===== src/design/midi_uart_pkg.sv =====
package midi_uart_pkg;

  // Host port layout
  localparam logic [15:0] DATA_PORT_OFFSET   = 16'h0000;
  localparam logic [15:0] CMD_PORT_OFFSET    = 16'h0001;
  localparam logic [15:0] BASE_ADDR_RESET    = 16'h0000;
  localparam logic [3:0]  IRQ_LEVEL_RESET    = 4'h9;

  // Command codes and fixed bytes
  localparam logic [7:0]  CMD_RESET          = 8'hff;
  localparam logic [7:0]  CMD_UART_MODE      = 8'h3f;
  localparam logic [7:0]  ACK_BYTE           = 8'hfe;
  localparam logic [7:0]  EMPTY_READ_BYTE    = 8'h00;

  // Status port fields
  localparam int          STAT_RX_EMPTY_BIT  = 7;
  localparam int          STAT_TX_FULL_BIT   = 6;
  localparam logic [5:0]  STAT_RESERVED      = 6'h3f;

  // Special configuration register: receive trigger field
  localparam int          TRIG_FIELD_LSB     = 1;
  localparam int          TRIG_FIELD_MSB     = 2;
  localparam logic [4:0]  TRIG_LEVEL_0       = 5'h01;
  localparam logic [4:0]  TRIG_LEVEL_1       = 5'h04;
  localparam logic [4:0]  TRIG_LEVEL_2       = 5'h08;
  localparam logic [4:0]  TRIG_LEVEL_3       = 5'h0e;

  // Serial framing and timing
  localparam int          DATA_BITS          = 8;
  localparam int          FRAME_BITS         = 10;
  localparam int          CLOCK_PERIOD_NS    = 50;
  localparam int          BIT_TIME_NS        = 32000;
  localparam int          BIT_CYCLES         = BIT_TIME_NS / CLOCK_PERIOD_NS;
  localparam int          HALF_BIT_CYCLES    = BIT_CYCLES / 2;
  localparam int          FIFO_DEPTH         = 16;
  localparam int          SKID_DEPTH         = 2;

  typedef enum logic {MODE_INTELLIGENT, MODE_UART} mode_e;

  typedef struct packed {
    logic        wr;
    logic        rd;
    logic [15:0] addr;
    logic [7:0]  wdata;
  } host_req_s;

  typedef struct packed {
    logic       valid;
    logic [7:0] data;
  } host_rsp_s;

endpackage


===== src/design/midi_byte_fifo.sv =====
`timescale 1ns/1ps
module midi_byte_fifo #(
  parameter int WIDTH = 8,
  parameter int DEPTH = 16
) (
  input  wire logic                       i_clock,
  input  wire logic                       i_nrst,
  input  wire logic                       i_flush,
  input  wire logic                       i_valid,
  output      logic                       o_ready,
  input  wire logic [WIDTH-1:0]           i_data,
  output      logic                       o_valid,
  input  wire logic                       i_ready,
  output      logic [WIDTH-1:0]           o_data,
  output      logic [$clog2(DEPTH+1)-1:0] o_count
);
  localparam int AW = $clog2(DEPTH);
  localparam int CW = $clog2(DEPTH+1);

  logic [WIDTH-1:0] mem [DEPTH];
  logic [AW-1:0]    wr_ptr;
  logic [AW-1:0]    rd_ptr;
  logic [CW-1:0]    count;
  wire              push;
  wire              pop;

  // Depth is a power of two, so pointers wrap by overflow
  assign o_ready = (count != CW'(DEPTH));
  assign o_valid = (count != '0);
  assign push    = i_valid & o_ready;
  assign pop     = o_valid & i_ready;
  assign o_data  = mem[rd_ptr];
  assign o_count = count;

  always_ff @(posedge i_clock) begin
    if (push) begin
      mem[wr_ptr] <= i_data;
    end
  end

  always_ff @(posedge i_clock) begin
    if (!i_nrst || i_flush) begin
      wr_ptr <= '0;
      rd_ptr <= '0;
      count  <= '0;
    end else begin
      wr_ptr <= push ? wr_ptr + AW'(1) : wr_ptr;
      rd_ptr <= pop ? rd_ptr + AW'(1) : rd_ptr;
      count  <= CW'(count + CW'(push) - CW'(pop));
    end
  end
endmodule


===== src/design/midi_uart_port.sv =====
`timescale 1ns/1ps
module midi_uart_port #(
  parameter int BIT_CYCLES_P = midi_uart_pkg::BIT_CYCLES
) (
  input  wire logic                      I_CLOCK,
  input  wire logic                      I_NRST,
  input  wire midi_uart_pkg::host_req_s  I_HOST_REQ,
  output      midi_uart_pkg::host_rsp_s  O_HOST_RSP,
  input  wire logic [15:0]               I_BASE_ADDR,
  input  wire logic [3:0]                I_IRQ_LEVEL,
  input  wire logic [7:0]                I_SPECIAL_CONFIG,
  input  wire logic                      I_SERIAL_IN_PIN,
  output      logic                      O_SERIAL_OUT_PIN,
  output      logic                      O_IRQ,
  output      logic [3:0]                O_IRQ_LEVEL,
  output      logic                      O_UART_MODE
);
  import midi_uart_pkg::*;

  localparam int BCW = $clog2(BIT_CYCLES_P + 1);
  localparam logic [BCW-1:0] BIT_LAST  = BCW'(BIT_CYCLES_P - 1);
  localparam logic [BCW-1:0] HALF_LAST = BCW'(BIT_CYCLES_P / 2 - 1);
  localparam int CW = $clog2(FIFO_DEPTH + 1);

  typedef enum logic {TX_IDLE, TX_SHIFT} tx_state_e;
  typedef enum logic [1:0] {RX_IDLE, RX_START, RX_DATA, RX_STOP} rx_state_e;

  function automatic logic [4:0] trigger_level(input logic [1:0] sel);
    case (sel)
      2'h0:    trigger_level = TRIG_LEVEL_0;
      2'h1:    trigger_level = TRIG_LEVEL_1;
      2'h2:    trigger_level = TRIG_LEVEL_2;
      default: trigger_level = TRIG_LEVEL_3;
    endcase
  endfunction

  mode_e            mode;
  logic             ack_pending;
  host_rsp_s        rsp;
  logic             irq;
  logic [3:0]       irq_level;

  // Host decode
  wire              hit_data;
  wire              hit_cmd;
  wire              data_wr;
  wire              data_rd;
  wire              cmd_wr;
  wire              stat_rd;
  wire              uart_on;
  wire              cmd_reset;
  wire              cmd_uart;
  wire              ack_push;

  assign hit_data  = (I_HOST_REQ.addr == I_BASE_ADDR + DATA_PORT_OFFSET);
  assign hit_cmd   = (I_HOST_REQ.addr == I_BASE_ADDR + CMD_PORT_OFFSET);
  assign data_wr   = I_HOST_REQ.wr & hit_data;
  assign data_rd   = I_HOST_REQ.rd & hit_data;
  assign cmd_wr    = I_HOST_REQ.wr & hit_cmd;
  assign stat_rd   = I_HOST_REQ.rd & hit_cmd;
  assign uart_on   = (mode == MODE_UART);
  assign cmd_reset = cmd_wr & (I_HOST_REQ.wdata == CMD_RESET);
  assign cmd_uart  = cmd_wr & (I_HOST_REQ.wdata == CMD_UART_MODE) & !uart_on;
  assign ack_push  = cmd_uart;

  // Transmit FIFO
  wire              tx_fifo_ready;
  wire              tx_fifo_valid;
  wire [7:0]        tx_fifo_data;
  wire              tx_take;
  wire              tx_push;

  assign tx_push = data_wr & uart_on;

  midi_byte_fifo #(
    .WIDTH (8),
    .DEPTH (FIFO_DEPTH)
  ) u_tx_fifo (
    .i_clock (I_CLOCK),
    .i_nrst  (I_NRST),
    .i_flush (cmd_reset),
    .i_valid (tx_push),
    .o_ready (tx_fifo_ready),
    .i_data  (I_HOST_REQ.wdata),
    .o_valid (tx_fifo_valid),
    .i_ready (tx_take),
    .o_data  (tx_fifo_data),
    .o_count ()
  );

  // Receive path: deserialiser, two-entry buffer, receive FIFO
  wire              rx_byte_valid;
  wire              skid_ready;
  wire              skid_valid;
  wire [7:0]        skid_data;
  wire              skid_take;
  wire              rx_fifo_in_valid;
  wire [7:0]        rx_fifo_in_data;
  wire              rx_fifo_ready;
  wire              rx_fifo_valid;
  wire [7:0]        rx_fifo_data;
  wire [CW-1:0]     rx_count;
  wire              rx_pop;
  logic [7:0]       rx_shift;

  midi_byte_fifo #(
    .WIDTH (8),
    .DEPTH (SKID_DEPTH)
  ) u_rx_skid (
    .i_clock (I_CLOCK),
    .i_nrst  (I_NRST),
    .i_flush (cmd_reset),
    .i_valid (rx_byte_valid & uart_on),
    .o_ready (skid_ready),
    .i_data  (rx_shift),
    .o_valid (skid_valid),
    .i_ready (skid_take),
    .o_data  (skid_data),
    .o_count ()
  );

  // Acknowledge byte takes the FIFO input ahead of serial data
  assign skid_take        = rx_fifo_ready & !ack_push;
  assign rx_fifo_in_valid = ack_push | skid_valid;
  assign rx_fifo_in_data  = ack_push ? ACK_BYTE : skid_data;
  assign rx_pop           = data_rd & uart_on;

  midi_byte_fifo #(
    .WIDTH (8),
    .DEPTH (FIFO_DEPTH)
  ) u_rx_fifo (
    .i_clock (I_CLOCK),
    .i_nrst  (I_NRST),
    .i_flush (cmd_reset),
    .i_valid (rx_fifo_in_valid),
    .o_ready (rx_fifo_ready),
    .i_data  (rx_fifo_in_data),
    .o_valid (rx_fifo_valid),
    .i_ready (rx_pop),
    .o_data  (rx_fifo_data),
    .o_count (rx_count)
  );

  // Mode and acknowledge state
  always_ff @(posedge I_CLOCK) begin
    if (!I_NRST || cmd_reset) begin
      mode        <= MODE_INTELLIGENT;
      ack_pending <= 1'b0;
    end else if (cmd_uart) begin
      mode        <= MODE_UART;
      ack_pending <= 1'b1;
    end else if (rx_pop) begin
      ack_pending <= 1'b0;
    end
  end

  // Host read answers
  wire              rx_empty_flag;
  wire              tx_full_flag;
  wire [7:0]        status_byte;
  wire [7:0]        data_byte;
  wire [7:0]        next_rdata;

  assign rx_empty_flag = uart_on ? !rx_fifo_valid : 1'b0;
  assign tx_full_flag  = !tx_fifo_ready;
  assign status_byte   = {rx_empty_flag, tx_full_flag, STAT_RESERVED};
  assign data_byte     = !uart_on ? ACK_BYTE :
                         (rx_fifo_valid ? rx_fifo_data : EMPTY_READ_BYTE);
  assign next_rdata    = stat_rd ? status_byte : data_byte;

  always_ff @(posedge I_CLOCK) begin
    if (!I_NRST) begin
      rsp <= '0;
    end else begin
      rsp.valid <= data_rd | stat_rd;
      rsp.data  <= (data_rd | stat_rd) ? next_rdata : rsp.data;
    end
  end

  // Receive interrupt follows fill level or pending acknowledge
  wire [4:0]        trig;
  wire              next_irq;

  assign trig     = trigger_level(I_SPECIAL_CONFIG[TRIG_FIELD_MSB:TRIG_FIELD_LSB]);
  assign next_irq = uart_on & ((5'(rx_count) >= trig) | ack_pending);

  always_ff @(posedge I_CLOCK) begin
    if (!I_NRST) begin
      irq       <= 1'b0;
      irq_level <= IRQ_LEVEL_RESET;
    end else begin
      irq       <= next_irq;
      irq_level <= I_IRQ_LEVEL;
    end
  end

  // Transmitter
  tx_state_e        tx_state;
  logic [BCW-1:0]   tx_baud;
  logic [3:0]       tx_bits;
  logic [9:0]       tx_frame;
  logic             serial_out;
  wire              tx_bit_end;

  assign tx_bit_end = (tx_baud == BIT_LAST);
  assign tx_take    = (tx_state == TX_IDLE) & tx_fifo_valid & !cmd_reset;

  always_ff @(posedge I_CLOCK) begin
    if (!I_NRST || cmd_reset) begin
      tx_state   <= TX_IDLE;
      tx_baud    <= '0;
      tx_bits    <= '0;
      tx_frame   <= '1;
      serial_out <= 1'b1;
    end else begin
      case (tx_state)
        TX_IDLE: begin
          tx_baud    <= '0;
          tx_bits    <= '0;
          serial_out <= 1'b1;
          if (tx_take) begin
            tx_frame   <= {1'b1, tx_fifo_data, 1'b0};
            serial_out <= 1'b0;
            tx_state   <= TX_SHIFT;
          end
        end
        TX_SHIFT: begin
          tx_baud <= tx_bit_end ? '0 : tx_baud + BCW'(1);
          if (tx_bit_end) begin
            tx_frame <= {1'b1, tx_frame[9:1]};
            tx_bits  <= tx_bits + 4'h1;
            if (tx_bits == 4'(FRAME_BITS - 1)) begin
              tx_state   <= TX_IDLE;
              serial_out <= 1'b1;
            end else begin
              serial_out <= tx_frame[1];
            end
          end
        end
        default: tx_state <= TX_IDLE;
      endcase
    end
  end

  // Receiver with two-flop input synchroniser
  logic             in_meta;
  logic             in_sync;
  rx_state_e        rx_state;
  logic [BCW-1:0]   rx_baud;
  logic [3:0]       rx_bits;
  logic             rx_done;
  wire              rx_bit_end;
  wire              rx_half_end;

  assign rx_bit_end    = (rx_baud == BIT_LAST);
  assign rx_half_end   = (rx_baud == HALF_LAST);
  assign rx_byte_valid = rx_done;

  always_ff @(posedge I_CLOCK) begin
    if (!I_NRST) begin
      in_meta <= 1'b1;
      in_sync <= 1'b1;
    end else begin
      in_meta <= I_SERIAL_IN_PIN;
      in_sync <= in_meta;
    end
  end

  always_ff @(posedge I_CLOCK) begin
    if (!I_NRST) begin
      rx_state <= RX_IDLE;
      rx_baud  <= '0;
      rx_bits  <= '0;
      rx_shift <= '0;
      rx_done  <= 1'b0;
    end else begin
      rx_done <= 1'b0;
      case (rx_state)
        RX_IDLE: begin
          rx_baud <= '0;
          rx_bits <= '0;
          if (!in_sync) begin
            rx_state <= RX_START;
          end
        end
        RX_START: begin
          rx_baud <= rx_half_end ? '0 : rx_baud + BCW'(1);
          if (rx_half_end) begin
            rx_state <= in_sync ? RX_IDLE : RX_DATA;
          end
        end
        RX_DATA: begin
          rx_baud <= rx_bit_end ? '0 : rx_baud + BCW'(1);
          if (rx_bit_end) begin
            rx_shift <= {in_sync, rx_shift[7:1]};
            rx_bits  <= rx_bits + 4'h1;
            if (rx_bits == 4'(DATA_BITS - 1)) begin
              rx_state <= RX_STOP;
            end
          end
        end
        RX_STOP: begin
          rx_baud <= rx_bit_end ? '0 : rx_baud + BCW'(1);
          if (rx_bit_end) begin
            rx_done  <= in_sync;
            rx_state <= RX_IDLE;
          end
        end
        default: rx_state <= RX_IDLE;
      endcase
    end
  end

  assign O_HOST_RSP       = rsp;
  assign O_SERIAL_OUT_PIN = serial_out;
  assign O_IRQ            = irq;
  assign O_IRQ_LEVEL      = irq_level;
  assign O_UART_MODE      = (mode == MODE_UART);
endmodule


===== config.mk =====
export PLATFORM = sky130hd
export DESIGN_NAME = midi_uart_port
export DESIGN_NICKNAME = d
export VERILOG_FILES = /design/src/design/midi_uart_pkg.sv /design/src/design/midi_byte_fifo.sv /design/src/design/midi_uart_port.sv
export SDC_FILE = /design/constraint.sdc
export NUM_CORES = 1
export LEC_CHECK = 0
export ABC_AREA = 1
export BUFFER_PORTS_ARGS = -buffer_cell sky130_fd_sc_hd__clkbuf_2
export CAP_MARGIN = 20
export CELL_PAD_IN_SITES_DETAIL_PLACEMENT = 1
export CELL_PAD_IN_SITES_GLOBAL_PLACEMENT = 2
export CORE_AREA = 2 2 208 210
export CTS_CLUSTER_DIAMETER = 150
export CTS_CLUSTER_SIZE = 16
export DETAILED_ROUTE_END_ITERATION = 16
export DIE_AREA = 0 0 210 212
export GPL_ROUTABILITY_DRIVEN = 0
export PLACE_DENSITY = 0.85
export SLEW_MARGIN = 25
export SYNTH_ARGS = -nofsm -noshare
export SYNTH_HDL_FRONTEND = slang
export SYNTH_SLANG_ARGS = --single-unit
export TNS_END_PERCENT = 50

===== constraint.sdc =====
create_clock -name I_CLOCK -period 4.4 [get_ports I_CLOCK]
set_clock_uncertainty 0.15 [all_clocks]
set_input_delay 0.88 -clock I_CLOCK [delete_from_list [all_inputs] [get_ports I_CLOCK]]
set_output_delay 0.88 -clock I_CLOCK [all_outputs]
set_load 0.01 [all_outputs]

==> results of run 1 <==
[cell usage in the layout, fill, tap and decap left out, drive strengths merged]
cell | synthesis | layout
a211oi | 1 | 1
a21o | 7 | 7
a21oi | 50 | 50
a31oi | 2 | 2
a41oi | 1 | 1
and2 | 1 | 1
and3 | 2 | 2
buf | 16 | 61
clkbuf | 48 | 114
clkinv | 3 | 5
dfxtp | 106 | 106
edfxtp | 272 | 272
fa | 2 | 2
ha | 33 | 33
inv | 142 | 142
mux2i | 1 | 1
nand2 | 242 | 242
nand3 | 112 | 112
nand3b | 1 | 1
nand4 | 15 | 15
nor2 | 289 | 289
nor3 | 20 | 20
nor3b | 3 | 3
nor4 | 5 | 5
o211ai | 11 | 11
o21ai | 144 | 144
o21bai | 1 | 1
o221ai | 50 | 50
o22ai | 10 | 10
o31ai | 1 | 1
or2 | 7 | 7
xnor2 | 14 | 14
xor2 | 28 | 28
[metrics by stage]
| step | cells | area, um2 |
|---|---|---|
| 3_5_place_dp | 2249 | 17800 |
| 3_3_place_gp | 2246 | 17800 |
| 6_report | 2299 | 18600 |
| 5_1_grt | 2299 | 18600 |
| 4_1_cts | 2299 | 18600 |
| 2_1_floorplan | 1640 | 16700 |
[metal layers]
layer	wire, um	vias up	track usage, %
met5	0	-	0
met4	769	0	4.72
met3	1880	47	2.69
met2	21400	216	35.3
met1	19100	5920	25.2
li1	-	5820	-
[cells in the mapped netlist, types with 3 or more instances]
cell type	instances
nand2_2	8
xnor2_1	14
nor4_1	4
xor2_1	28
clkbuf_1	48
clkinv_1	3
nor3b_1	3
nand2_4	3
o21ai_0	143
a21o_1	7
nand3_1	110
inv_1	140
nor2_2	7
nor2_4	3
nand4_1	15
o22ai_1	10
o221ai_1	50
o211ai_1	11
dfxtp_1	106
a21oi_1	40
a21oi_2	10
nor3_1	20
nand2_1	231
edfxtp_1	272
buf_1	3
nor2_1	279
buf_2	5
or2_2	7
ha_1	33
[area by class of cell]
class | count | share of cell area [%]
flip-flops and latches | 378 | 55.4
well taps | 546 | 3.67
multi-input cells | 1053 | 29.6
repair buffers | 127 | 4.31
inverters | 145 | 2.95
clock inverters | 2 | 0.0942
clock buffers | 48 | 4.06
[power groups by stage]
stage               logic (W)  registers, W  clock network [W]
global placement      0.00129       0.00400                  0
floorplan            0.000946       0.00399                  0
global route          0.00152       0.00394            0.00254
detailed placement    0.00135       0.00401                  0
finish                0.00135       0.00393            0.00235
CTS                   0.00136       0.00393            0.00241
[registers in the layout, summed over array words and instances (netlist names), 4 cells and up, named ones only]
name               flops
tx_frame               8
O_HOST_RSP             9
rx_shift               8
tx_bits                4
u_rx_fifo.mem        128
u_rx_skid.mem         16
u_tx_fifo.wr_ptr       4
tx_baud               10
rx_bits                4
u_rx_fifo.wr_ptr       4
u_tx_fifo.mem        128
u_rx_fifo.o_count      5
u_rx_fifo.rd_ptr       4
u_tx_fifo.rd_ptr       4
O_IRQ_LEVEL            4
u_tx_fifo.o_count      5
rx_baud               10
[worst max-delay path by stage]
stage | startpoint | depth (start not counted) | endpoint
5_1_grt | I_BASE_ADDR[0] | 20 | u_tx_fifo.o_count[4]
2_1_floorplan | I_BASE_ADDR[0] | 19 | u_tx_fifo.o_count[4]
6_report | I_BASE_ADDR[1] | 23 | u_rx_fifo.o_count[4]
3_3_place_gp | I_BASE_ADDR[1] | 23 | u_rx_fifo.o_count[4]
4_1_cts | I_BASE_ADDR[1] | 23 | u_rx_fifo.o_count[4]
3_5_place_dp | I_BASE_ADDR[1] | 23 | u_rx_fifo.o_count[4]
[kinds of logic after synthesis]
family                     synth area share (%)
buffers and inverters                      5.23
DFF                                        61.8
AOI/OAI and AO/OA                          10.1
and+or+nand+nor                            17.9
xor gates and xnor gates                   2.21
muxes                                    0.0601
adders and majority gates                  2.72
[worst max-delay path, delay by kind of cell]
kind,cells,cell delay [ps]
AND/OR/NAND/NOR,14,1690
adder cells (fa/ha/maj),3,840
buffers and inverters,4,310
XOR/XNOR,1,120
AO/OA/AOI/OAI,1,80
==> results by group, run 1 <==
Worst setup path
  – Arrival time worst endpoint: 3920 ps
  – CP startpoint kind: input pin
  – CP Capture Type: register
  – R2r endpoint: u_rx_fifo.o_count[4]
  – Worst path cell trace: clkbuf_2 > ha_1 > nand3_2 > nor2_4 > nand3_1 > nand2_1 > nand2_1 > inv_1 > nand2_1 > nor2_1 > nand2_1 > nor2_1 > nand4_1 > nand2_2 > ha_1 > inv_1 > fa_1 > inv_1 > a21oi_1 > nor2_1 > nor2_1 > xor2_1 > nor2_1
  – CP required: between 4000 and 5000 ps
  – Critical Path Most Common Cell: nor2_1
  – Slowest-stage cell, CP: fa_1
  – Delay of the slowest critical-path stage: approximately 380 ps
  – Largest fanout on the critical path: 9
  – Reg2reg start: u_rx_fifo.o_count[3]
  – Reg2reg setup slack: roughly 1200 ps
  – Reg2reg path depth: 18
  – Kind of critical path: input pin to register

CTS
  – Clk_lat worst skew: 580 ps
  – Root Buffer: clkbuf_16
  – Htree depth: 1
  – CTS resizes: 0
  – Clk slew on worst S/H paths: 70 ps
  – Post-CTS Repair Setup Buffers: 0
  – CTS tree: done
  – CTS Buffer Depth: 3
  – Hold buffers post-CTS: 0
  – Number of buffers created by CTS: 27
  – Clock Sinks: 378

Synthesis
  – Main synth FF type: edfxtp_1
  – Post-Synthesis Cell Area: 0.0167 mm2
  – Synthesis Warnings: 0
  – Async set-or-reset flop fraction in the synthesized netlist: 0%
  – Share of the synthesized area in the top cell type: between 40% and 50%
  – Synth Register Bits: approximately 380
  – Largest area contributor in the netlist: edfxtp_1
  – Cells after Synth: 1640
  – Largest cells by area after synthesis: edfxtp_1 49%, dfxtp_1 13%, nor2_1 6.3%, nand2_1 5.2%, o21ai_0 4.3%
  – Syn_nets: 1732
  – Syn Area/Cell: about 10 um2
  – Post-synth EDFFs: about 270
  – Sequential area share after synthesis: 61.8%
  – Synth unique cells: 49

STA
  – Final Hold Viols: 0
  – Worst Max-Slew Pin Slew: approximately 900 ps
  – Slew headroom: between 30% and 40%
  – RSZ-0062 raised after global routing: no
  – Setup tns final: 0 ps
  – Final setup vio count: 0
  – Final period utilization: 82.5%
  – F_max: 0.276 GHz
  – Min Tclk post-route: 3630 ps
  – Final Max Slew Viols: 0
  – Worst setup margin: 771 ps
  – WHS: 265 ps

Layout
  – Post-layout nets: 1824
  – Synthesis-to-layout area growth: 11.6%
  – Seq. cell area: roughly 0.010 mm2
  – Fillers: 4729
  – Area of the multi-input gates: 0.00550 mm2
  – Layout cells sized above 1: 11.5%
  – # diodes: 0
  – Finished Core Util: 43.7%

Worst hold path
  – Min-delay src: in_meta
  – WHS Endpoint: in_sync
  – Hold Path Class: register to register
  – Hold path cells: 1

Floorplanning
  – Die Y-Extent: 212 um
  – Chip width: 210 um
  – Initial Util: 39.2%
  – Core area: approximately 0.043 mm2
  – Die footprint: 0.0445 mm2
  – Io pins: 73
  – Rows: 76

Global route
  – GRT Residual Overflow: 0
  – Global-route usage over all layers: 19.7%
  – Largest net degree at the start of global routing: 65
  – Vias in the first global route: roughly 13000
  – Antenna violations before repair: 0
  – First-pass GRT wire length: just under 70 mm

Detailed routing
  – Via-to-Cell Ratio: 5.22
  – DR DRC count: 0
  – Starting DRT DRC Count: 637
  – Vias: 12000
  – Wire length per cell: 18.8 um
  – DR pass1 iterations: 5
  – DRT Wirelength: 43.2 mm
  – DRT antenna net count: 0

Power
  – Power Dens Cells: 410 mW/mm2
  – Comb power frac: 17.7%
  – Switching power: 0.00218 W
  – Total Power: 0.00763 W
  – Sequential power share: 51.5%
  – VDD IR-drop max: slightly below 300 uV
  – Switching Fraction: 28.5%
  – Lkg Pwr: ~6.9 nW
  – Clock power frac: around 31%
  – Internal power: 0.00545 W

Flow run
  – Max-cap violations: 0

Status
  – Status: completed

Placed design
  – DP HPWL: 29.5 mm
  – Place WS: 180 ps
  – PortBufs: 66
Power figures use the tool's default switching activity.
==> run 2: changes to the inputs <==
--- a/config.mk
+++ b/config.mk
@@ -5,16 +5,16 @@
 export SDC_FILE = /design/constraint.sdc
 export NUM_CORES = 1
 export LEC_CHECK = 0
-export ABC_AREA = 1
+export ABC_AREA = 0
 export BUFFER_PORTS_ARGS = -buffer_cell sky130_fd_sc_hd__clkbuf_2
 export CAP_MARGIN = 20
 export CELL_PAD_IN_SITES_DETAIL_PLACEMENT = 1
 export CELL_PAD_IN_SITES_GLOBAL_PLACEMENT = 2
-export CORE_AREA = 2 2 208 210
+export CORE_AREA = 2 2 192 194
 export CTS_CLUSTER_DIAMETER = 150
 export CTS_CLUSTER_SIZE = 16
 export DETAILED_ROUTE_END_ITERATION = 16
-export DIE_AREA = 0 0 210 212
+export DIE_AREA = 0 0 194 196
 export GPL_ROUTABILITY_DRIVEN = 0
 export PLACE_DENSITY = 0.85
 export SLEW_MARGIN = 25
==> constraint.sdc (replaced) <==
create_clock -name I_CLOCK -period 3.4 [get_ports I_CLOCK]
set_clock_uncertainty 0.15 [all_clocks]
set_input_delay 0.68 -clock I_CLOCK [delete_from_list [all_inputs] [get_ports I_CLOCK]]
set_output_delay 0.68 -clock I_CLOCK [all_outputs]
set_load 0.01 [all_outputs]
==> run 2 against run 1 <==
Area after synthesis fell by 4.2%. Critical endpoint unchanged. Synthesized cell count fell by 36%. Register-to-register slack got worse by 710 ps. Worst setup slack got worse by 550 ps. Final area fell by 0.12%. Largest cell class unchanged. Cell count fell by 26%. Die area fell by 15%. Clock power rose by 29%.
==> results by group, run 2 <==
Status
  – Status: completed

Global route
  – GRT Residual Overflow: 0 (unchanged)
  – First-pass GRT wire length: 58.7 mm (-14%)
  – Global-route usage over all layers: 19.7% (+0.054 points)
  – Antenna violations before repair: 0 (unchanged)
  – Largest net degree at the start of global routing: 33 (-49%)
  – Vias in the first global route: 10300 (-19%)

Placed design
  – PortBufs: 66 (unchanged)
  – Dpl cell area: 0.0177 mm2 (-0.46%)
  – DP HPWL: 26.8 mm (-9.0%)
  – Cells after DPL: 1655 (-26%)

Layout
  – # diodes: 0 (unchanged)
  – Fillers: 3538 (-25%)
  – Seq. cell area: 0.0103 mm2 (unchanged)
  – Most common cell after layout, fill and taps aside: edfxtp_1
  – Most frequent cells in the layout: 272 x edfxtp_1, 104 x dfxtp_1, 99 x nor2_1
  – Largest registers: u_rx_fifo.mem: 128 flops, u_tx_fifo.mem: 128 flops, u_rx_skid.mem: 16 flops
  – Post-layout nets: 1309 (-28%)
  – Layout cells sized above 1: 27.1% (+16 points)
  – Post-route cell area: 0.0186 mm2 (-0.12%)
  – Non-Filler Instances: 1706 (-26%)
  – Synthesis-to-layout area growth: 16.4%
  – Area of the multi-input gates: 0.00541 mm2 (-1.7%)

Synthesis
  – Largest area contributor in the netlist: edfxtp_1
  – Synth Register Bits: 378 (unchanged)
  – Post-synthesis compound-gate area fraction: 4.07% (-6.1 points)
  – Sequential area share after synthesis: 64.5% (+2.7 points)
  – Multiplexer share of the synthesized area: 13.0% (+13 points)
  – Largest family of logic cells by synthesized area: multiplexers
  – Syn Area/Cell: 15.1 um2 (+49%)
  – Most frequent cell after synthesis: edfxtp_1
  – Synthesis Warnings: 0 (unchanged)
  – Main synth FF type: edfxtp_1
  – Syn_nets: 1149 (-34%)
  – Simple-Gate Fraction of Synth Area: 10.1% (-7.7 points)
  – Cells after Synth: 1057 (-36%)
  – Post-Synth XOR/XNOR Area: 3.29% (+1.1 points)
  – Largest cells by area after synthesis: edfxtp_1 51%, dfxtp_1 13%, mux4_2 11%, ha_1 2.6%, nor2_1 2.3%
  – Share of the synthesized area in the top cell type: 51.2% (+2.2 points)
  – Post-Synth Adder-Cell Area: 2.84% (+0.12 points)
  – Synth cell count leaders: 272 x edfxtp_1, 106 x dfxtp_1, 99 x nor2_1
  – Synth unique cells: 69 (+41%)
  – Post-Synthesis Cell Area: 0.0160 mm2 (-4.2%)
  – Async set-or-reset flop fraction in the synthesized netlist: 0% (unchanged)
  – Post-synth EDFFs: 272 (unchanged)

STA
  – Slew headroom: 37.5% (-2.4 points)
  – Setup tns final: 0 ps (unchanged)
  – F_max: 0.315 GHz
  – Final period utilization: 93.4%
  – RSZ-0062 raised after global routing: no
  – Min Tclk post-route: approximately 3200 ps
  – Final Hold Viols: 0 (unchanged)
  – Final setup vio count: 0 (unchanged)
  – Final Max Slew Viols: 0 (unchanged)
  – Worst Max-Slew Pin Slew: 937 ps (+38.8 ps)

Worst setup path
  – CP startpoint kind: input pin
  – Kind of critical path: input pin to register
  – CP required: 3710 ps (-980 ps)
  – CP Capture Type: register
  – Reg2reg path depth: 11 (-7)
  – Critical Path Most Common Cell: nor2_1
  – Reg2reg start: u_rx_fifo.o_count[2]
  – Slowest-stage cell, CP: fa_2
  – Worst path bufs/invs: 3 (-1)
  – Delay of the slowest critical-path stage: 350 ps (-30 ps)
  – Arrival time worst endpoint: 3490 ps (-430 ps)
  – Reg2reg setup slack: 500 ps (-710 ps)
  – Largest fanout on the critical path: 3 (-6)
  – Worst path cell trace: clkbuf_2 > ha_2 > xnor2_2 > o311a_1 > o21ai_0 > a211oi_2 > and3_4 > nand2_4 > a21oi_4 > ha_2 > inv_2 > fa_2 > inv_1 > a21oi_1 > nor2_1 > nor2_1 > xnor2_1 > nor2_1
  – Top Family by Delay on Critical Path: adder cells
  – R2r endpoint: u_rx_skid.o_count[1]

Power
  – Power Dens Cells: 572 mW/mm2 (+39%)
  – Clock power frac: 28.6% (-2.2 points)
  – Comb power frac: 20.6% (+2.9 points)
  – Lkg Pwr: 6.39 nW (-7.1%)
  – Switching Fraction: 26.7% (-1.8 points)
  – Internal power: 0.00778 W (+43%)
  – Switching power: 0.00284 W (+30%)
  – Sequential power share: 50.7% (-0.8 points)
  – VDD IR-drop max: 484 uV (+63%)

CTS
  – Clk_lat worst skew: 570 ps (about the same)
  – Clock Sinks: 378 (unchanged)
  – Clk slew on worst S/H paths: 90 ps (+20 ps)
  – CTS Buffer Depth: 3 (unchanged)
  – Number of buffers created by CTS: 27 (unchanged)
  – CTS tree: done
  – Htree depth: 1 (unchanged)
  – Root Buffer: clkbuf_16

Floorplanning
  – Chip width: 194 um (-7.6%)
  – Initial Util: 44.2% (+5.0 points)
  – Die footprint: 0.0380 mm2 (-15%)
  – Io pins: 73 (unchanged)
  – Die Y-Extent: 196 um (-7.5%)
  – Core area: 0.0361 mm2 (-15%)
  – Rows: 70 (-7.9%)

Detailed routing
  – DRT Wirelength: 37.0 mm (-14%)
  – Vias: 9394 (-22%)
  – DRT antenna net count: 0 (unchanged)
  – Via-to-Cell Ratio: 5.51 (+5.5%)
  – Wire length per cell: 21.7 um (+15%)
  – DR pass1 iterations: 9 (+4)
  – DR DRC count: 0 (unchanged)
  – Starting DRT DRC Count: 553 (-13%)

Worst hold path
  – WHS Endpoint: O_IRQ_LEVEL[0]
  – Hold Path Class: input pin to register
  – Min-delay src: I_IRQ_LEVEL[0]
  – Hold path cells: 2 (+1)

Flow run
  – Max-cap violations: 0 (unchanged)
## run 2: power groups by stage
| stage | Sequential [W] | Clock, W | Combinational, W |
|---|---|---|---|
| after floorplan | 0.00541 | 0 | 0.00150 |
| after global placement | 0.00548 | 0 | 0.00210 |
| after detailed placement | 0.00550 | 0 | 0.00221 |
| after CTS | 0.00539 | 0.00312 | 0.00222 |
| after global routing | 0.00541 | 0.00327 | 0.00242 |
| final | 0.00539 | 0.00304 | 0.00219 |
## run 2: worst max-delay path by stage
| stage | depth (start not counted) | endpoint | from | slack [ps] |
|---|---|---|---|---|
| 3_3_place_gp | 17 | u_rx_fifo.o_count[4] | I_BASE_ADDR[7] | -390 |
| 2_1_floorplan | 18 | u_rx_fifo.o_count[4] | I_BASE_ADDR[3] | -330 |
| 5_1_grt | 19 | u_rx_fifo.o_count[4] | I_BASE_ADDR[0] | 8 |
| 6_report | 18 | u_rx_fifo.o_count[4] | I_BASE_ADDR[1] | 230 |
| 3_5_place_dp | 17 | u_rx_fifo.o_count[4] | I_BASE_ADDR[7] | -450 |
| 4_1_cts | 17 | u_rx_fifo.o_count[4] | I_BASE_ADDR[7] | 140 |
## run 2: stage by stage
step | utilization [%] | hold slack (ps) | worst slack [ps] | power (W)
2_1_floorplan | - | 236 | -327 | 0.00691
3_3_place_gp | 49.2 | 247 | -390 | 0.00757
3_5_place_dp | 49.2 | 263 | -445 | 0.00770
4_1_cts | 51.3 | 117 | 141 | 0.0107
5_1_grt | 51.5 | 145 | 7.85 | 0.0111
6_report | 51.5 | 142 | 225 | 0.0106
## run 2: area by class of cell
| class | count | area share, % |
|---|---|---|
| clock inverters | 2 | 0.155 |
| well taps | 468 | 3.15 |
| multi-input cells | 599 | 29.1 |
| clock buffers | 48 | 4.06 |
| flip-flops and latches | 378 | 55.4 |
| repair buffers | 177 | 7.41 |
| inverters | 34 | 0.687 |
## run 2: logic make-up (layout without fill, tap and decap cells)
| kind of cell | count (synthesis) | count (layout) |
|---|---|---|
| xor gates and xnor gates | 60 | 60 |
| DFF | 378 | 378 |
| adders and majority gates | 35 | 35 |
| buffers and inverters | 80 | 261 |
| AOI/OAI and AO/OA | 99 | 99 |
| and+or+nand+nor | 299 | 299 |
| muxes | 106 | 106 |
## run 2: layer usage
layer  up-vias  global-route usage (%)  share of wire [%]
li1       4313                       -                  -
met1      4847                    26.1                 43
met2       173                    35.0                 51
met3        61                    2.17                3.4
met4         0                    4.83                2.4
met5         -                       0                  0
## run 2: timing repair
item | 4_1_cts | 5_1_grt
setup endpoints to repair | 0 | 1
gates resized for setup | 0 | 7
buffers inserted | 0 | 1
hold buffers | 0 | 0
==> run 3: changes to the inputs <==
--- a/config.mk
+++ b/config.mk
@@ -10,13 +10,15 @@
 export CAP_MARGIN = 20
 export CELL_PAD_IN_SITES_DETAIL_PLACEMENT = 1
 export CELL_PAD_IN_SITES_GLOBAL_PLACEMENT = 2
-export CORE_AREA = 2 2 192 194
+export CORE_AREA = 2 2 242 244
 export CTS_CLUSTER_DIAMETER = 150
 export CTS_CLUSTER_SIZE = 16
 export DETAILED_ROUTE_END_ITERATION = 16
-export DIE_AREA = 0 0 194 196
+export DIE_AREA = 0 0 244 246
 export GPL_ROUTABILITY_DRIVEN = 0
-export PLACE_DENSITY = 0.85
+export GPL_TIMING_DRIVEN = 0
+export MAX_ROUTING_LAYER = met4
+export PLACE_DENSITY = 0.6
 export SLEW_MARGIN = 25
 export SYNTH_ARGS = -nofsm -noshare
 export SYNTH_HDL_FRONTEND = slang
==> run 3 against run 2 <==
The flow now finishes with violations (setup timing). Worst hold slack got worse by 21 ps. Final area rose by 0.27%. Critical path depth did not move. Non-clock buffer count fell by 35. Die area rose by 58%. First-iteration DRC count fell by 17%. Power rose by 0.65%. Wire length rose by 3.5%. Count of clock-buffer cells in the layout did not move. Critical endpoint unchanged.
==> results by group, run 3 (synthesis results as in run 2) <==
Power
  – Total Power: 0.0107 W (+0.65%)
  – Power Dens Cells: 574 mW/mm2 (+0.38%)
  – VDD IR-drop max: 347 uV (-28%)
  – Lkg Pwr: 6.13 nW (-4.1%)

STA
  – Slew headroom: 46.8% (+9.3 points)
  – RSZ-0062 raised after global routing: yes
  – Final Max Slew Viols: 0 (unchanged)
  – Final setup vio count: 1 (+1)
  – Min Tclk post-route: 3410 ps (+232 ps)
  – Worst Max-Slew Pin Slew: 798 ps (-139 ps)
  – Final Hold Viols: 0 (unchanged)
  – Setup tns final: -6.18 ps (-6.18 ps)
  – Final period utilization: 100% (+6.8 points)
  – F_max: 0.294 GHz (-6.8%)
  – Worst setup margin: -6.18 ps (-232 ps)

Global route
  – Antenna violations before repair: 0 (unchanged)
  – GRT Residual Overflow: 0 (unchanged)
  – Global-route usage over all layers: 13.2% (-6.6 points)
  – First-pass GRT wire length: 59.3 mm (+1.0%)
  – Vias in the first global route: 9569 (-6.7%)
  – Largest net degree at the start of global routing: 19 (-42%)

Detailed routing
  – DR top layer: met4
  – Vias: 9052 (-3.6%)
  – DR pass1 iterations: 4 (-5)
  – Via-to-Cell Ratio: 4.60 (-16%)
  – Wire length per cell: 19.4 um (-10%)
  – Length of routed wiring on met1: 17.6 mm (+11%)
  – DRT Wirelength: 38.2 mm (+3.5%)
  – DR DRC count: 0 (unchanged)
  – Starting DRT DRC Count: 458 (-17%)
  – DRT antenna net count: 0 (unchanged)
  – Met2 wire length: 18.4 mm (-3.0%)
  – WL met3: 1.54 mm (+24%)

Worst setup path
  – CP required: 3720 ps (about the same)
  – CP startpoint kind: input pin
  – Arrival time worst endpoint: 3730 ps (+240 ps)
  – Reg2reg setup slack: 200 ps (-300 ps)
  – Largest fanout on the critical path: 5 (+2)
  – CP Capture Type: register
  – Kind of critical path: input pin to register

CTS
  – CTS tree: done
  – Root Buffer: clkbuf_16
  – Htree depth: 1 (unchanged)
  – Clk slew on worst S/H paths: 80 ps (about the same)
  – CTS Buffer Depth: 3 (unchanged)
  – Clock Sinks: 378 (unchanged)
  – Hold buffers post-CTS: 0 (unchanged)
  – Number of buffers created by CTS: 27 (unchanged)
  – Clk_lat worst skew: 590 ps (+20 ps)

Floorplanning
  – Die footprint: 0.0600 mm2 (+58%)
  – Chip width: 244 um (+26%)
  – Rows: 88 (+26%)
  – Core area: 0.0574 mm2 (+59%)
  – Die Y-Extent: 246 um (+26%)
  – Io pins: 73 (unchanged)
  – Initial Util: 27.8% (-16 points)

Layout
  – Post-layout nets: 1274 (-2.7%)
  – Most common cell after layout, fill and taps aside: edfxtp_1
  – Most frequent cells in the layout: 272 x edfxtp_1, 106 x dfxtp_1, 87 x nor2_1
  – # diodes: 0 (unchanged)
  – Fillers: 5981 (+69%)
  – Largest registers: u_rx_fifo.mem: 128 flops, u_tx_fifo.mem: 128 flops, u_rx_skid.mem: 16 flops
  – Layout cells sized above 1: 24.9% (-2.1 points)
  – Synthesis-to-layout area growth: 16.7%
  – Post-route cell area: 0.0186 mm2 (+0.27%)

Placed design
  – PortBufs: 63 (-4.5%)
  – Dpl cell area: 0.0173 mm2 (-2.3%)
  – DP HPWL: 27.2 mm (+1.3%)

Worst hold path
  – Hold Path Class: input pin to register

Status
  – Failing checks: setup timing
  – Status: finished with violations

Flow run
  – Max-cap violations: 0 (unchanged)
[run 3: changes by cell type in the layout (fill, tap and decap cells not counted), moves of 4 or more]
| cell | change |
|---|---|
| clkbuf_1 | +20 |
| buf_6 | +8 |
| buf_1 | +6 |
| clkbuf_2 | -13 |
| buf_4 | -60 |
| buf_12 | -17 |
| xor2_4 | +4 |
| xnor2_1 | -4 |
| nor2_1 | -12 |
| buf_2 | +15 |
| clkbuf_4 | +5 |
| nor2_2 | +12 |
| nor3_1 | -4 |
[run 3: metrics by stage]
step                      util (%)  hold slack (ps)  instances  setup slack (ps)
after floorplan                  -              236       1057              -327
after global routing          32.5             99.0       1968              -243
after detailed placement      30.2              287       1889             -1030
after CTS                     31.8             82.3       1946              -120
after global placement        30.1              281       1885             -1340
final                         32.5              122       1968             -6.18
[run 3: report_power, final]
group          leakage, nW  switching (W)  internal [W]
Combinational         2.45        0.00123       0.00101
Sequential            3.31       0.000120       0.00522
Clock                0.366        0.00161       0.00151
Total                 6.13        0.00296       0.00773
[run 3: path summary, 6_finish.rpt]
kind,startpoint,end,cells past startpoint
worst min-delay path,I_IRQ_LEVEL[3],O_IRQ_LEVEL[3],2
worst min register to register,rx_baud[0],rx_baud[0],1
worst max register to register,O_UART_MODE,u_rx_fifo.o_count[4],15
worst max-delay path,I_HOST_REQ[15],u_rx_fifo.o_count[4],18
[run 3: worst max-delay path: stages]
cell	delay [ps]
clkbuf_2	150
xor2_4	180
nor4b_2	270
nand4_1	230
or3_4	440
buf_6	150
nor3_4	270
ha_1	290
inv_2	70
ha_4	130
inv_2	30
fa_2	330
inv_1	60
a21oi_1	60
nor2_1	110
nor2_1	60
xnor2_1	140
nor2_1	50
[run 3: layout make-up]
cell class | count | area (um2) | share of cell area, %
Inverter | 34 | 128 | 0.685
Clock inverter | 2 | 17.5 | 0.0941
Multi-Input combinational cell | 599 | 5640 | 30.3
Sequential cell | 378 | 10300 | 55.3
Clock buffer | 48 | 754 | 4.05
Tap cell | 765 | 957 | 5.14
Buffer | 46 | 250 | 1.34
Timing Repair Buffer | 96 | 586 | 3.14
[run 3: per-layer routing]
layer,vias to the layer above,track usage (%)
li1,4259,-
met1,4612,17.6
met2,145,21.4
met3,36,1.68
met4,0,3.08
met5,-,-
[run 3: repair_timing]
| action | in CTS | in global routing |
|---|---|---|
| cloned | 0 | 1 |
| resized for setup | 22 | 50 |
| setup endpoints to repair | 133 | 96 |
| pin swaps | 12 | 27 |
| setup buffers | 7 | 21 |
